<file path="config.mk">
export PLATFORM = sky130hd
export DESIGN_NAME = ge_eoi_t1
export DESIGN_NICKNAME = d
export VERILOG_FILES = /design/src/hdl/ge_pkg.sv /design/src/hdl/ge_eoi_t1.sv
export VERILOG_INCLUDE_DIRS = /design/src /design/src/hdl
export SDC_FILE = /design/constraint.sdc
export NUM_CORES = 1
export LEC_CHECK = 0
export BUFFER_PORTS_ARGS = -buffer_cell sky130_fd_sc_hd__buf_4
export CORE_UTILIZATION = 35
export DETAILED_ROUTE_END_ITERATION = 8
export MAX_ROUTING_LAYER = met4
export PLACE_DENSITY = 0.51
export SYNTH_ARGS = -nofsm -noshare
export SYNTH_HDL_FRONTEND = slang
export SYNTH_SLANG_ARGS = --single-unit
</file>
<file path="constraint.sdc">
create_clock -name clk_i -period 15 [get_ports clk_i]
set_clock_uncertainty 0.1 [all_clocks]
set_input_delay 3 -clock clk_i [delete_from_list [all_inputs] [get_ports clk_i]]
set_output_delay 3 -clock clk_i [all_outputs]
set_load 0.01 [all_outputs]
</file>
<file path="src/hdl/ge_consts.svh">
`ifndef GE_CONSTS_SVH
`define GE_CONSTS_SVH

// Register byte offsets, one aligned 32-bit word each.
`define GE_OFF_AUX_CMD      8'h00
`define GE_OFF_AUX_A        8'h04
`define GE_OFF_AUX_B        8'h08
`define GE_OFF_OUT_BYTE     8'h0c
`define GE_OFF_EOS_CHAR     8'h10
`define GE_OFF_CLK_FREQ     8'h14
`define GE_OFF_T1_NS        8'h18
`define GE_OFF_IRQ_STATUS   8'h1c
`define GE_OFF_IRQ_CLEAR    8'h20
`define GE_OFF_IRQ_ENABLE   8'h24
`define GE_OFF_STATE        8'h28

// Field positions.
`define GE_BIT_EOS_EOI      3
`define GE_BIT_SP_EOI       1
`define GE_BIT_EV_BYTE_OUT  0
`define GE_BIT_EV_EOI_SENT  1

// Auxiliary command codes.
`define GE_CMD_NBAF         8'h05
`define GE_CMD_FEOI         8'h08

// Reset values.
`define GE_RST_CLK_MHZ      8'h05
`define GE_RST_T1_NS        16'h01f4
`define GE_RST_BYTE         8'h00
`define GE_RST_IRQ          2'h0

// Timing arithmetic.
`define GE_NS_PER_US        25'h00003e8
`define GE_NS_ROUND         25'h00003e7
`define GE_MIN_CYCLES       16'h0001

`endif

</file>
<file path="src/hdl/ge_pkg.sv">
package ge_pkg;

    // Gray-coded phase of the outgoing byte: idle, settling, valid.
    typedef enum logic [1:0] {
        GE_IDLE   = 2'b00,
        GE_SETTLE = 2'b01,
        GE_VALID  = 2'b11
    } ge_phase_t;

    typedef struct packed {
        logic [7:0]  aux_a;
        logic [7:0]  aux_b;
        logic [7:0]  out_byte;
        logic [7:0]  eos_char;
        logic [7:0]  clk_mhz;
        logic [15:0] t1_ns;
        logic        feoi;
        logic        feoi_seen;
        logic        byte_eoi;
        logic [15:0] cnt;
        logic [15:0] last_cycles;
        ge_phase_t   phase;
        logic [1:0]  irq_status;
        logic [1:0]  irq_enable;
        logic        eoi;
        logic        ack;
        logic [31:0] rdata;
    } ge_state_t;

    // Requester-side poll and talker conditions seen by the EOI logic.
    typedef struct packed {
        logic ctrl_parallel_poll;
        logic serial_poll;
        logic talker_active;
    } ge_cond_t;

endpackage

</file>
<file path="src/hdl/ge_eoi_t1.sv">
// Our own choices: register access over Wishbone and the address map.
`include "ge_consts.svh"

// Operation
// - Assert EOI during controller parallel poll.
// - Serial-poll EOI enable asserts EOI in poll.
// - EOS match with enable asserts EOI when talking.
// - Force-EOI while talking asserts EOI with byte.
// - Force-EOI lasts through EOI byte and next.
// - Command code 5 clears force-EOI condition.
// - T1 is whole clock periods, rounded up.
// - Tolerate about half period extra latency.
// - Period count derived from frequency register.
// - Count depends on register, not real clock.
// - Frequency register defaults to five megahertz.

// Register map, one 32-bit word per register, by byte offset on the bus.
// Offset 00 takes auxiliary commands; 05 ends force-EOI and 08 starts it.
// Offset 04 holds control A, whose bit 3 lets an end-of-string match raise EOI.
// Offset 08 holds control B, whose bit 1 lets a serial poll response raise EOI.
// Offset 0c holds the outgoing byte, and a write to it starts the settling count.
// Offset 10 holds the end-of-string character that the outgoing byte is compared with.
// Offset 14 holds the clock frequency in whole megahertz and reads five after reset.
// Offset 18 holds the nominal settling time in nanoseconds and reads 500 after reset.
// Offset 1c shows the sticky events: bit 0 byte out, bit 1 byte sent with EOI.
// Offset 20 clears every event bit written as one; an event wins a tie with its clear.
// Offset 24 enables event bits onto the level interrupt output.
// Offset 28 shows the state: bits 1 to 0 the phase, bit 3 EOI, bit 4 force-EOI,
// bit 5 the first forced byte seen, bit 6 the EOI tag of the current byte, and
// bits 31 to 16 the cycle count last loaded for the settling delay.
// Unmapped offsets read as zero, ignore writes and are still acknowledged.
// Only byte lane 0 is used, except for the settling time, which uses lanes 0 and 1.
// Every request is acknowledged at the edge that takes it, for one cycle only.
// A master may hold its request through the acknowledge; it is not taken twice.
// Read data are registered with the acknowledge and stay until the next read.
// The interrupt output is a level, high while any enabled event bit is set.
//
// Host practice: to end a transfer, start force-EOI, write the last byte, wait for
// the byte-out event and then end force-EOI, so that no later byte carries EOI.
// Software programs the frequency rounded up to a whole megahertz; any larger value
// only lengthens the delays and is accepted as it stands.
// A frequency of zero still gives one period, so the settling phase always ends.
module ge_eoi_t1 (
    input  wire logic          clk_i,
    input  wire logic          rst_i,
    input  wire logic          wb_cyc_i,
    input  wire logic          wb_stb_i,
    input  wire logic          wb_we_i,
    input  wire logic [7:0]    wb_adr_i,
    input  wire logic [3:0]    wb_sel_i,
    input  wire logic [31:0]   wb_dat_i,
    output logic      [31:0]   wb_dat_o,
    output logic               wb_ack_o,
    input  ge_pkg::ge_cond_t   cond_i,
    output logic      [7:0]    dio_o,
    output logic               data_valid_o,
    output logic               eoi_o,
    output logic               irq_o
);

    // The whole state sits in one packed record; n is its next value, built
    // afresh on every pass of the next-state logic and registered on every edge,
    // so no field can keep a stale value by being left out of a branch.
    ge_pkg::ge_state_t s;
    ge_pkg::ge_state_t n;

    // Number of clock periods for a nominal delay at the programmed frequency.
    // The product is in nanosecond-megahertz units, so dividing by 1000 gives
    // periods; adding 999 first rounds any remainder upward, and the delay never
    // falls short of its nominal value. Only the register value enters, never
    // the real clock, so a slower clock stretches the delay in proportion.
    function automatic logic [15:0] t1_cycles(input logic [15:0] t1_ns,
                                              input logic [7:0]  mhz);
        logic [24:0] prod;
        logic [24:0] q;
        prod = 25'(t1_ns) * 25'(mhz);
        q    = (prod + `GE_NS_ROUND) / `GE_NS_PER_US;
        if (q[15:0] < `GE_MIN_CYCLES) begin
            t1_cycles = `GE_MIN_CYCLES;
        end else begin
            t1_cycles = q[15:0];
        end
    endfunction

    // Byte-lane merge of a write into an 8-bit field held in lane 0.
    function automatic logic [7:0] merge8(input logic [7:0]  old,
                                          input logic [31:0] dat,
                                          input logic [3:0]  sel);
        merge8 = sel[0] ? dat[7:0] : old;
    endfunction

    // Sources of EOI; with none of them in effect the line stays low.
    function automatic logic eoi_next(input ge_pkg::ge_cond_t c,
                                      input logic [7:0]       aux_a,
                                      input logic [7:0]       aux_b,
                                      input logic [7:0]       out_byte,
                                      input logic [7:0]       eos_char,
                                      input logic             byte_eoi);
        logic pp_src;
        logic sp_src;
        logic eos_src;
        logic feoi_src;
        pp_src   = c.ctrl_parallel_poll;
        sp_src   = aux_b[`GE_BIT_SP_EOI] & c.serial_poll;
        eos_src  = aux_a[`GE_BIT_EOS_EOI] & c.talker_active
                   & (out_byte == eos_char);
        feoi_src = c.talker_active & byte_eoi;
        eoi_next = pp_src | sp_src | eos_src | feoi_src;
    endfunction

    // Sticky event bits: an event wins over a clear of the same bit in one cycle.
    function automatic logic [1:0] status_next(input logic [1:0] status,
                                               input logic [1:0] clr,
                                               input logic [1:0] set);
        status_next = (status & ~clr) | set;
    endfunction

    // Read data for a word offset; unmapped and write-only offsets read as zero.
    function automatic logic [31:0] read_word(input ge_pkg::ge_state_t st,
                                              input logic [7:0]       a);
        read_word = 32'h00000000;
        if (a == `GE_OFF_AUX_A) begin
            read_word = {24'h000000, st.aux_a};
        end else if (a == `GE_OFF_AUX_B) begin
            read_word = {24'h000000, st.aux_b};
        end else if (a == `GE_OFF_OUT_BYTE) begin
            read_word = {24'h000000, st.out_byte};
        end else if (a == `GE_OFF_EOS_CHAR) begin
            read_word = {24'h000000, st.eos_char};
        end else if (a == `GE_OFF_CLK_FREQ) begin
            read_word = {24'h000000, st.clk_mhz};
        end else if (a == `GE_OFF_T1_NS) begin
            read_word = {16'h0000, st.t1_ns};
        end else if (a == `GE_OFF_IRQ_STATUS) begin
            read_word = {30'h00000000, st.irq_status};
        end else if (a == `GE_OFF_IRQ_ENABLE) begin
            read_word = {30'h00000000, st.irq_enable};
        end else if (a == `GE_OFF_STATE) begin
            read_word = {st.last_cycles, 8'h00, 1'b0, st.byte_eoi, st.feoi_seen, st.feoi,
                         st.eoi, 1'b0, st.phase};
        end
    endfunction

    // Force-EOI progress: the first byte written after the command carries EOI,
    // the second byte ends the condition, and the clear command ends it at once,
    // dropping the EOI tag of the byte in hand as well.
    function automatic ge_pkg::ge_state_t feoi_step(input ge_pkg::ge_state_t st,
                                                    input ge_pkg::ge_state_t nx,
                                                    input logic              set_cmd,
                                                    input logic              clr_cmd,
                                                    input logic              new_byte);
        feoi_step = nx;
        if (set_cmd) begin
            feoi_step.feoi      = 1'b1;
            feoi_step.feoi_seen = 1'b0;
        end else if (clr_cmd) begin
            feoi_step.feoi      = 1'b0;
            feoi_step.feoi_seen = 1'b0;
            feoi_step.byte_eoi  = 1'b0;
        end else if (new_byte) begin
            feoi_step.byte_eoi = st.feoi & ~st.feoi_seen;
            if (st.feoi) begin
                feoi_step.feoi_seen = 1'b1;
                if (st.feoi_seen) begin
                    feoi_step.feoi      = 1'b0;
                    feoi_step.feoi_seen = 1'b0;
                end
            end
        end
    endfunction

    // One edge of the settling count; a new byte restarts it from the full count.
    function automatic ge_pkg::ge_state_t settle_step(input ge_pkg::ge_state_t st,
                                                      input ge_pkg::ge_state_t nx,
                                                      input logic              new_byte);
        settle_step = nx;
        case (st.phase)
            ge_pkg::GE_SETTLE: begin
                if (st.cnt <= `GE_MIN_CYCLES) begin
                    settle_step.phase = ge_pkg::GE_VALID;
                end else begin
                    settle_step.cnt = st.cnt - `GE_MIN_CYCLES;
                end
            end
            ge_pkg::GE_VALID: begin
                settle_step.phase = ge_pkg::GE_VALID;
            end
            default: begin
                settle_step.phase = ge_pkg::GE_IDLE;
            end
        endcase
        if (new_byte) begin
            settle_step.cnt         = t1_cycles(st.t1_ns, st.clk_mhz);
            settle_step.last_cycles = settle_step.cnt;
            settle_step.phase       = ge_pkg::GE_SETTLE;
        end
    endfunction

    // Events posted at the edge that ends the settling count.
    function automatic logic [1:0] settle_events(input ge_pkg::ge_state_t st);
        logic done;
        done = (st.phase == ge_pkg::GE_SETTLE) && (st.cnt <= `GE_MIN_CYCLES);
        settle_events[`GE_BIT_EV_BYTE_OUT] = done;
        settle_events[`GE_BIT_EV_EOI_SENT] = done & st.eoi;
    endfunction

    // Decoded request and strobes, all given a value on every pass below.
    logic        req;
    logic        wr;
    logic        rd;
    logic [7:0]  adr;
    logic        byte_wr;
    logic        feoi_cmd;
    logic        nbaf_cmd;
    logic [1:0]  irq_clr;
    logic [1:0]  irq_set;
    logic [31:0] rmux;

    // A request is taken at the edge where cycle and strobe are high and the
    // acknowledge is low. The acknowledge then stands for exactly one cycle,
    // which also blocks a request that the master still holds from being
    // taken a second time. Writes land at the edge that takes the request,
    // and read data are captured at that edge, to stand with the acknowledge.
    always_comb begin
        n        = s;
        req      = wb_cyc_i & wb_stb_i & ~s.ack;
        wr       = req & wb_we_i;
        rd       = req & ~wb_we_i;
        adr      = {wb_adr_i[7:2], 2'b00};
        byte_wr  = 1'b0;
        feoi_cmd = 1'b0;
        nbaf_cmd = 1'b0;
        irq_clr  = 2'b00;
        irq_set  = 2'b00;
        rmux     = 32'h00000000;
        n.ack    = req;

        // Register writes take effect at the edge that takes the request.
        // A command code other than the two known ones is ignored, and so
        // are lanes other than those that a register uses.
        if (wr) begin
            if (adr == `GE_OFF_AUX_CMD) begin
                if (wb_sel_i[0] && wb_dat_i[7:0] == `GE_CMD_FEOI) begin
                    feoi_cmd = 1'b1;
                end else if (wb_sel_i[0] && wb_dat_i[7:0] == `GE_CMD_NBAF) begin
                    nbaf_cmd = 1'b1;
                end
            end else if (adr == `GE_OFF_AUX_A) begin
                n.aux_a = merge8(s.aux_a, wb_dat_i, wb_sel_i);
            end else if (adr == `GE_OFF_AUX_B) begin
                n.aux_b = merge8(s.aux_b, wb_dat_i, wb_sel_i);
            end else if (adr == `GE_OFF_OUT_BYTE) begin
                if (wb_sel_i[0]) begin
                    n.out_byte = wb_dat_i[7:0];
                    byte_wr    = 1'b1;
                end
            end else if (adr == `GE_OFF_EOS_CHAR) begin
                n.eos_char = merge8(s.eos_char, wb_dat_i, wb_sel_i);
            end else if (adr == `GE_OFF_CLK_FREQ) begin
                n.clk_mhz = merge8(s.clk_mhz, wb_dat_i, wb_sel_i);
            end else if (adr == `GE_OFF_T1_NS) begin
                if (wb_sel_i[0]) begin
                    n.t1_ns[7:0] = wb_dat_i[7:0];
                end
                if (wb_sel_i[1]) begin
                    n.t1_ns[15:8] = wb_dat_i[15:8];
                end
            end else if (adr == `GE_OFF_IRQ_CLEAR) begin
                if (wb_sel_i[0]) begin
                    irq_clr = wb_dat_i[1:0];
                end
            end else if (adr == `GE_OFF_IRQ_ENABLE) begin
                if (wb_sel_i[0]) begin
                    n.irq_enable = wb_dat_i[1:0];
                end
            end
        end

        // Register reads; the data stand until the next read replaces them.
        rmux = read_word(s, adr);
        if (rd) begin
            n.rdata = rmux;
        end

        // Force-EOI: the first byte written carries EOI, the second ends the condition.
        n = feoi_step(s, n, feoi_cmd, nbaf_cmd, byte_wr);

        // T1 settling walk: a byte written at edge E loads the count N and enters
        // the settle phase; the count steps down once per edge until it reaches
        // one, and the next edge, E plus N, raises data valid and posts the
        // byte-out event. A byte written during settle restarts the count.
        // The count comes from the register, never from the real clock, and it
        // is at least one period, so the phase always ends.
        n       = settle_step(s, n, byte_wr);
        irq_set = settle_events(s);

        // Event bits are sticky until cleared; an event and its clear in one
        // cycle leave the bit set, so no event is ever lost.
        n.irq_status = status_next(s.irq_status, irq_clr, irq_set);

        // EOI is registered, so it follows its causes by one edge and never glitches.
        n.eoi = eoi_next(cond_i, s.aux_a, s.aux_b, s.out_byte, s.eos_char, s.byte_eoi);
    end

    // Reset is synchronous and brings back the five megahertz default, so a
    // host that never programs the frequency still gets sensible delays.
    // During reset EOI, data valid, acknowledge and interrupt are all low.
    always_ff @(posedge clk_i) begin
        if (rst_i) begin
            s            <= '0;
            s.clk_mhz    <= `GE_RST_CLK_MHZ;
            s.t1_ns      <= `GE_RST_T1_NS;
            s.out_byte   <= `GE_RST_BYTE;
            s.eos_char   <= `GE_RST_BYTE;
            s.irq_status <= `GE_RST_IRQ;
            s.irq_enable <= `GE_RST_IRQ;
            s.phase      <= ge_pkg::GE_IDLE;
        end else begin
            s <= n;
        end
    end

    // The data-valid edge follows the counted settle; downstream sampling of the
    // bus adds its own synchronising delay, which listeners must tolerate.
    // That extra latency, about half a period, is not modelled here: data
    // valid rises exactly N edges after the byte write. The outgoing byte,
    // EOI and the read data all come straight from flip-flops, so they are
    // settled well before the next edge. The interrupt is the AND of two
    // registers and carries no combinational path from the bus.
    // The settling count is 16 bits wide, which covers the largest product of
    // nominal time and frequency that the two registers can hold.
    assign data_valid_o = (s.phase == ge_pkg::GE_VALID);
    assign dio_o        = s.out_byte;
    assign eoi_o        = s.eoi;
    assign irq_o        = |(s.irq_status & s.irq_enable);
    assign wb_ack_o     = s.ack;
    assign wb_dat_o     = s.rdata;

endmodule // ge_eoi_t1

</file>
# ---- Yosys cells after proc, flatten, opt, wreduce, memory -nomap -nowiden
# Index checks and enable logic that the tools add are counted.
dict set report totals {
  romBits 0
  in_bits 52
  output_inout_bits 44
  latchBits 0
  n_memories 0
  reg_bits 131
  word_cells 136
  ramBits 0
}
dict set report op_classes {
  n_div 1
  mux 43
  magnitude_cmp 2
  shift 0
  n_mul 1
  reduce_logical 21
  add_sub_neg 2
  n_bitwise 29
  eq_ne 18
}
# operator count
set op_table {}
lappend op_table {{$mux W32} 9}
lappend op_table {{$mux W16} 3}
lappend op_table {{$mux W34} 1}
lappend op_table {{$mux W2} 14}
lappend op_table {{$add A24 B10 Y25 const B} 1}
lappend op_table {{$div A25 B10 Y25 const B} 1}
lappend op_table {{$eq A6 B3 Y1 const B} 4}
lappend op_table {{$mul A16 B8 Y24} 1}
lappend op_table {{$eq A6 B4 Y1 const B} 3}
lappend op_table {{$reduce_and A9 Y1} 2}
lappend op_table {{$le A16 B1 Y1 const B} 1}
lappend op_table {{$lt A16 B1 Y1 const B} 1}
lappend op_table {{$sub A16 B1 Y16 const B} 1}
lappend op_table {{$mux W1} 13}
lappend op_table {{$eq A6 B2 Y1 const B} 2}
lappend op_table {{$not A1 Y1} 12}
lappend op_table {{$reduce_and A11 Y1} 1}
lappend op_table {{$and A1 B1 Y1} 10}
lappend op_table {{$eq A8 B3 Y1 const B} 1}
lappend op_table {{$eq A8 B4 Y1 const B} 1}
lappend op_table {{$eq A8 B8 Y1} 1}
lappend op_table {{$reduce_and A8 Y1} 1}
lappend op_table {{$reduce_and A7 Y1} 1}
lappend op_table {{$eq A6 B1 Y1 const B} 1}
lappend op_table {{21 further kinds} 31}

# ---- Logic depth before layout (Yosys ltp)
# Gate-level depths: netlist (run 1).
dict set report depth {
  depth_word 13
  ltp_mapped 63
  ltp_nobuf 51
}

# ---- Worst setup path after synthesis (run 1)
# OpenSTA, ideal clock, no wires.
dict set report synth_path {
  path_kind {flip-flop to flip-flop}
  start {register s[93] in the netlist's numbering}
  end {register s[56] in the netlist's numbering}
  synth_period_minus_slack_ns 14.885
  path_slack_ns 0.115
  required_time_ns 14.814
  path_stages_with_launch 56
  arrival_ns 14.700
  cell_sequence {dfxtp_1 -> clkbuf_1 -> clkbuf_1 -> nand2_1 -> fa_1 -> inv_1 -> fa_1 -> fa_1 -> inv_1 -> fa_1 -> inv_1 -> ha_1 -> buf_2 -> and2_1 -> a221oi_2 -> o221a_1 -> mux2i_1 -> a311o_1 -> [20 not listed] -> or2_1 -> buf_6 -> a311oi_1 -> a211oi_2 -> o41a_1 -> or4_1 -> a211o_1 -> and2_4 -> o311a_4 -> o41a_1 -> buf_4 -> nor3_2 -> o22ai_1 -> or4b_4 -> o21bai_4 -> mux2i_1 -> o31ai_2 -> a211oi_1}
}
dict set report synth_between {
  elab_chain_len 6
}
# element line
set synth_lines {}
lappend synth_lines {{start, declared} ge_eoi_t1.sv:64} ;# ge_pkg::ge_state_t s;
lappend synth_lines {{start signal, assigned} ge_eoi_t1.sv:319} ;# s <= n;
lappend synth_lines {{$mul A16 B8 Y24 *} ge_eoi_t1.sv:76} ;# prod = 25'(t1_ns) * 25'(mhz);
lappend synth_lines {{$add A24 B10 Y25 (no source line) *} -}
lappend synth_lines {{$div A25 B10 Y25 (no source line) *} -}
lappend synth_lines {{$lt A16 B1 Y1 (no source line)} -}
lappend synth_lines {{$mux W16 *} ge_eoi_t1.sv:78} ;# if (q[15:0] < `GE_MIN_CYCLES) begin
lappend synth_lines {{$mux W34 *} ge_eoi_t1.sv:192} ;# if (new_byte) begin
# Every way passes the cells marked *; elsewhere a longest branch is shown, timed or not.
# A chain may end at the register's enable or synchronous reset.

# ---- Worst setup path after layout (run 1)
dict set report layout_path {
  start {register s[96] in the netlist's numbering}
  end {register s[56] in the netlist's numbering}
}
# Same word-level chain as after synthesis.

==> results of run 1 <==
==> state kept, by name, indices dropped and copies added, names as in the netlist <==
| register | count |
|---|---|
| dio_o | 8 |
| eoi_o | 1 |
| s | 89 |
| wb_ack_o | 1 |
| wb_dat_o | 32 |
==> what timing repair did <==
item | in CTS | in global routing
gates resized for setup | 97 | 264
setup endpoints to repair | 4 | 4
pin swaps | 16 | 132
buffers inserted | 20 | 65
hold buffers | 0 | 0
gates cloned | 1 | 1
hold endpoints to repair | 0 | 0
==> placed cells by master (no fill, tap or decap), drive strengths merged, types with 18 or more instances in the layout <==
| master | n |
|---|---|
| a211oi | 49 |
| a21oi | 158 |
| a31oi | 26 |
| and2 | 101 |
| and3 | 19 |
| buf | 582 |
| clkbuf | 25 |
| dfxtp | 131 |
| fa | 88 |
| ha | 60 |
| inv | 120 |
| mux2i | 41 |
| nand2 | 233 |
| nand3 | 99 |
| nand4 | 18 |
| nor2 | 149 |
| nor3 | 51 |
| nor4 | 19 |
| o21ai | 70 |
| xnor2 | 63 |
| xor2 | 31 |
==> stage by stage <==
| step | TNS (ns) | util (%) | std cells | setup slack, ns |
|---|---|---|---|---|
| 2_1_floorplan | 0 | - | 1991 | 0.1148 |
| 3_3_place_gp | -1.760 | 44.02 | 2919 | -0.5792 |
| 3_5_place_dp | -1.995 | 44.02 | 2919 | -0.6366 |
| 4_1_cts | 0 | 46.73 | 2970 | 0.003576 |
| 5_1_grt | -0.5128 | 50.81 | 3033 | -0.2543 |
| 6_report | 0 | 50.81 | 3033 | 0.1782 |
==> cell families (layout without fill, tap and decap cells) <==
family / Yosys count / after routing / share of synthesized area (%)
AOI/OAI and AO/OA: 510 / 510 / 23.76
adders and majority gates: 155 / 155 / 16.70
and+or+nand+nor: 775 / 775 / 25.07
muxes: 50 / 51 / 3.414
DFF: 131 / 131 / 16.96
buffers and inverters: 276 / 732 / 8.585
xor gates and xnor gates: 94 / 94 / 5.518
==> cells in the mapped netlist, types with 13 or more instances <==
library cell and number:
nand2_1 230, a21oi_1 155, nor2_1 148, dfxtp_1 131
inv_1 120, and2_1 99, nand3_1 98, fa_1 88
clkbuf_1 70, ha_1 60, xnor2_1 59, buf_4 56
o21ai_0 51, nor3_1 47, a211oi_1 44, mux2i_1 40
xor2_1 31, a31oi_1 18, nor4_1 18, and3_1 17
buf_2 17, nand4_1 17, o21ai_1 16, o211ai_1 14
a21o_1 13
==> worst max-delay path by stage <==
stage | from | endpoint | depth (start not counted)
6_report | s[96]$_SDFFE_PP0P_ | s[56]$_SDFFE_PP0P_ | 56
5_1_grt | s[96]$_SDFFE_PP0P_ | s[40]$_SDFFE_PP0P_ | 57
4_1_cts | s[95]$_SDFFE_PP0P_ | s[40]$_SDFFE_PP0P_ | 59
3_5_place_dp | s[93]$_SDFFE_PP1P_ | s[40]$_SDFFE_PP0P_ | 53
3_3_place_gp | s[93]$_SDFFE_PP1P_ | s[40]$_SDFFE_PP0P_ | 54
2_1_floorplan | s[93]$_SDFFE_PP1P_ | s[56]$_SDFFE_PP0P_ | 55
==> cell type report <==
type	instances	share of cell area, %
clock buffer	25	2.203
clock inverter	5	0.2385
inverter	120	2.044
multi-input combinational	1585	59.52
sequential	131	12.08
tap	585	3.322
timing repair buffer	582	20.59
==> power by group through the flow <==
stage | registers [uW] | logic, uW | clock network, uW
CTS | 351 | 91.6 | 389
finish | 349 | 101 | 383
global placement | 358 | 89.0 | 0
global route | 349 | 109 | 404
floorplan | 358 | 51.8 | 0
detailed placement | 358 | 90.0 | 0
==> per-layer routing <==
metal  vias to the layer above  track usage [%]  part of all wire [%]
met4                         0            4.723                   1.3
met5                         -                -                     0
met1                      7797            28.45                    47
li1                       7970                -                     -
met3                        46            1.374                   2.2
met2                       249            37.54                    50
==> critical path, delay by kind of cell, from the launching register on <==
| family | cells | cell delay [ns] |
|---|---|---|
| AO/OA/AOI/OAI | 27 | 6.86 |
| XOR/XNOR | 2 | 0.28 |
| adder cells (fa/ha/maj) | 5 | 2.24 |
| buffers and inverters | 10 | 1.41 |
| flip-flops | 1 | 0.36 |
| multiplexers | 3 | 0.75 |
| AND/OR/NAND/NOR | 9 | 2.66 |
==> summary.md, run 1 <==
| Metric | Value |
|---|---|
| Avg Vias per Cell | `5.296` |
| Max Slew Vio Count | `0` |
| Sw frac | `24.26%` |
| Root Buffer | `clkbuf_16` |
| Vias in the first global route | `15628` |
| Vias | `16062` |
| Leak | `about 0.009 uW` |
| GRT Resource Usage Total | `21.97%` |
| Die height | `212.2 um` |
| Post-DP HPWL | `37.39 mm` |
| EDFF count, synth | `0` |
| Max cap viols | `0` |
| Most used cell, CP | `buf_4` |
| Top FF cell, synth | `dfxtp_1` |
| Register area | `2661 um2` |
| Core Region | `43360 um2` |
| Share of layout cells above drive strength 1 | `37.09%` |
| Register share of total power | `a little over two fifths` |
| Global route overflow | `0` |
| First-pass GRT wire length | `78.92 mm` |
| Peak supply drop | `0.08332 mV` |
| Drt drc | `0` |
| Post-DRT Antenna Nets | `0` |
| Synth area leaders | `dfxtp_1, fa_1, nand2_1` |
| Synth top area share | `16.96%` |
| Fmax | `between 60 and 70 MHz` |
| Async set-reset flop share out of synthesis | `0%` |
| Num rows | `between 70 and 80` |
| H-tree levels | `4` |
| Num CTS Buffers | `17` |
| Initial Util | `35.66%` |
| Cells after Synth | `1991` |
| RSZ-0062 raised after global routing | `true` |
| Initial antenna violation count | `0` |
| Psw | `202.1 uW` |
| Synthesized area | `15460 um2` |
| Footprint of the multi-input gates | `13120 um2` |
| Hold_sp | `wb_dat_o[24]$_SDFFE_PP0P_` |
| Outcome | `completed` |
| N_diodes | `0` |
| Wire length per cell | `16.25 um` |
| Clock-pin slew on the worst setup and hold paths | `0.06 ns` |
| WHS Path Cells | `2` |
| Part of the power in the clock network | `a little under half` |
| Startpoint type of the worst setup path | `flop` |
| Ys Warns | `0` |
| Later-pin clock latency in the skew report | `approximately 0.42 ns` |
| Crit end category | `flop` |
| Max stage delay on crit path | `0.56 ns` |
| #FFs+latches synth | `between 100 and 150` |
| Sequential share of the synthesized area | `16.96%` |
| Worst r2r dst | `s[56]$_SDFFE_PP0P_` |
| Drt initial violations | `833` |
| Syn nets | `approximately 2200` |
| Die W | `212.2 um` |
| CTS tree | `yes` |
| Cell Area, Placed | `around 19000 um2` |
| Total power | `approximately 830 uW` |
| Drt pass-1 iters | `5` |
| Nets@finish | `roughly 2600` |
| Syn avg cell area | `7.767 um2` |
| CP arrival | `around 15 ns` |
| Final hold viol count | `0` |
| Rel. slew slack | `17.67%` |
| Crit path time final | `14.82 ns` |
| DRT Wirelength | `49.30 mm` |
| Reg-to-reg setup timing slack | `0.18 ns` |
| Critical Path RT | `15.18 ns` |
| Largest net degree at the start of global routing | `81` |
| Hold Crit Class | `reg2reg` |
| Die Area | `between 40000 and 50000 um2` |
| Synth cell types | `123` |
| # setup viols final | `0` |
| Clk buf depth | `2` |
| Filler cells | `4133` |
| Pwr/cell area | `37.81 nW/um2` |
| Min Hold Slack | `0.3499 ns` |
| P_int | `roughly 630 uW` |
| Cell at the slowest stage of the critical path | `fa_1` |
| Placer congestion estimate | `0.8655` |
| Comb power frac | `12.2%` |
| Leading area contributor after synthesis | `dfxtp_1` |
| Max FO, Critical Path | `7` |
| Finished Cell Area | `between 20000 and 25000 um2` |
| Worst r2r src | `s[96]$_SDFFE_PP0P_` |
| Clk sinks | `131` |
| Layout Area Growth over Synthesis | `42.49%` |
| Hold endpoint | `wb_dat_o[24]$_SDFFE_PP0P_` |
| Boundary pin count | `between 90 and 100` |
| Setup Crit Path Kind | `reg2reg` |
| Period utilisation layout | `98.81%` |
| Worst-Margin Slew | `1.230 ns` |
| Reg2reg path depth | `56` |
| Port Buf Inserts | `75` |
Power figures use the tool's default switching activity.
==> run 2: changes to the inputs <==
CORE_MARGIN = 4   (was not set)
==> summary.md, run 2 (synthesized netlist as in run 1, its figures left out) <==
| Metric | Value |
|---|---|
| Part of the power in the clock network | `45.3% (was 45.9%)` |
| Period utilisation layout | `98.31% (was 98.81%)` |
| RSZ-0062 raised after global routing | `true (unchanged)` |
| Global route overflow | `0 (unchanged)` |
| Avg Vias per Cell | `5.303 (was 5.296)` |
| Total power | `822.4 uW (was 833.1 uW)` |
| Max stage delay on crit path | `0.56 ns (about the same)` |
| Fmax | `67.81 MHz (was 67.47 MHz)` |
| Outcome | `completed (unchanged)` |
| Most frequent cells in the layout | `buf_4, nand2_1, a21oi_1 (was buf_4, nand2_1, nor2_1)` |
| H-tree levels | `4 (unchanged)` |
| Reg with most FFs | `s (unchanged)` |
| Wire length per cell | `16.38 um (was 16.25 um)` |
| Footprint of the multi-input gates | `12920 um2 (was 13120 um2)` |
| Largest net degree at the start of global routing | `81 (unchanged)` |
| Num rows | `76 (unchanged)` |
| Num CTS Buffers | `17 (unchanged)` |
| # setup viols final | `0 (unchanged)` |
| Later-pin clock latency in the skew report | `0.43 ns (was 0.42 ns)` |
| Rel. slew slack | `20.09% (was 17.67%)` |
| Drt initial violations | `1016 (was 833)` |
| Register area | `2659 um2 (was 2661 um2)` |
| Register share of total power | `42.5% (was 41.9%)` |
| Post-DP HPWL | `37.62 mm (was 37.39 mm)` |
| Max cap viols | `0 (unchanged)` |
| Initial antenna violation count | `0 (unchanged)` |
| Die W | `218.2 um (was 212.2 um)` |
| P_int | `614.8 uW (was 631.0 uW)` |
| Clock-pin slew on the worst setup and hold paths | `0.06 ns (about the same)` |
| Clk buf depth | `2 (unchanged)` |
| Core Region | `43360 um2 (unchanged)` |
| Share of layout cells above drive strength 1 | `36.27% (was 37.09%)` |
| Crit path time final | `14.75 ns (was 14.82 ns)` |
| Comb power frac | `12.3% (was 12.2%)` |
| Layout Area Growth over Synthesis | `40.17% (was 42.49%)` |
| Leak | `0.009066 uW (was 0.009224 uW)` |
| Die height | `218.2 um (was 212.2 um)` |
| Final core utilization | `49.99% (was 50.81%)` |
| N_diodes | `0 (unchanged)` |
| GRT Resource Usage Total | `20.42% (was 21.97%)` |
| Filler cells | `4200 (was 4133)` |
| CTS tree | `yes (unchanged)` |
| Max Slew Vio Count | `0 (unchanged)` |
| Cell at the slowest stage of the critical path | `fa_1 (unchanged)` |
| Startpoint type of the worst setup path | `flop (unchanged)` |
| Pwr/cell area | `37.94 nW/um2 (was 37.81 nW/um2)` |
| Worst slack, placed | `-0.5142 ns (was -0.6366 ns)` |
| Root Buffer | `clkbuf_16 (unchanged)` |
| Worst-Margin Slew | `1.194 ns (was 1.230 ns)` |
| Clk sinks | `131 (unchanged)` |
| CP arrival | `14.99 ns (was 15.00 ns)` |
| Min Hold Slack | `0.3477 ns (was 0.3499 ns)` |
| Crit end category | `flop (unchanged)` |
| Vias in the first global route | `15697 (was 15628)` |
| Delay-heaviest family, CP | `compound AO/OA/AOI/OAI gates (unchanged)` |
| First-pass GRT wire length | `79.43 mm (was 78.92 mm)` |
| Hold Crit Class | `reg2reg (unchanged)` |
| Post-DRT Antenna Nets | `0 (unchanged)` |
| Commonest non-fill, non-tap cell in the layout | `buf_4 (unchanged)` |
| Boundary pin count | `96 (unchanged)` |
| Largest register FFs | `89 (unchanged)` |
| Sw frac | `25.24% (was 24.26%)` |
| Placer congestion estimate | `0.9104 (was 0.8655)` |
| Drt drc | `0 (unchanged)` |
| Sum Neg Setup Slack | `0 ns (unchanged)` |
| Critical Path RT | `15.24 ns (was 15.18 ns)` |
| Final hold viol count | `0 (unchanged)` |
| Psw | `207.5 uW (was 202.1 uW)` |
| Initial Util | `35.66% (unchanged)` |
| Final WS setup | `0.2529 ns (was 0.1782 ns)` |
| Nets@finish | `2624 (was 2637)` |
| Peak supply drop | `0.08274 mV (was 0.08332 mV)` |
| Drt pass-1 iters | `5 (unchanged)` |
| Most used cell, CP | `buf_4 (unchanged)` |
| Max FO, Critical Path | `8 (was 7)` |
| Port Buf Inserts | `75 (unchanged)` |
| DRT Wirelength | `49.51 mm (was 49.30 mm)` |
| CP Buf/Inv Count | `11 (was 10)` |
| Setup Crit Path Kind | `reg2reg (unchanged)` |
| Vias | `16025 (was 16062)` |
| Die Area | `47610 um2 (was 45030 um2)` |
## run 2: cell count changes in the layout (fill, tap and decap cells not counted), sizes merged
cell      change
bufinv        -1
clkinvlp      +2
clkinv        +3
clkbuf        -2
buf          -13
## run 2: layout make-up
type	instances	share of cell area (%)
tap	585	3.377
multi-input combinational	1585	59.61
clock buffer	23	2.205
sequential	131	12.27
inverter	120	2.078
clock inverter	9	0.2598
timing repair buffer	569	20.21
## run 2: path summary, 6_finish.rpt
path                            slack [ns]  cells after the start                        end                       from
worst min register to register        0.35                      2  wb_dat_o[29]$_SDFFE_PP0P_  wb_dat_o[29]$_SDFFE_PP0P_
worst min-delay path                  0.35                      2  wb_dat_o[29]$_SDFFE_PP0P_  wb_dat_o[29]$_SDFFE_PP0P_
worst max register to register        0.25                     58         s[40]$_SDFFE_PP0P_         s[94]$_SDFFE_PP0P_
worst max-delay path                  0.25                     58         s[40]$_SDFFE_PP0P_         s[94]$_SDFFE_PP0P_
## run 2: tightest hold or removal path, delay by kind of cell (launching register included)
kind | cells | cell delay [ns]
AND/OR/NAND/NOR | 1 | 0.05
flip-flops | 1 | 0.30
AO/OA/AOI/OAI | 1 | 0.05
## run 2: metal layers
layer | part of all wire, % | vias to the layer above | GRT usage (%)
met1 | 46 | 7723 | 26.81
met5 | 0 | - | -
li1 | - | 7941 | -
met4 | 2.3 | 0 | 6.046
met3 | 2.8 | 67 | 1.585
met2 | 49 | 294 | 33.87
## run 2: timing repair
item                                    4_1_cts  5_1_grt
hold buffers                                  0        0
pin swaps                                    14      114
endpoints found under the setup margin        4        4
setup buffers                                 7       57
gates resized for setup                      59      262
cloned                                        0        1
## run 2: power by group through the flow
stage,clock network (uW),registers [uW],logic (uW)
floorplan,0,358,51.8
global placement,0,358,89.2
detailed placement,0,358,90.3
CTS,379,350,91.7
global route,394,349,109
finish,372,349,101
## run 2: stage by stage
stage                     area, um2  std cells
after floorplan               15460       1991
after global placement        19140       2926
after detailed placement      19140       2926
after CTS                     19980       2965
after global routing          21680       3022
final                         21680       3022
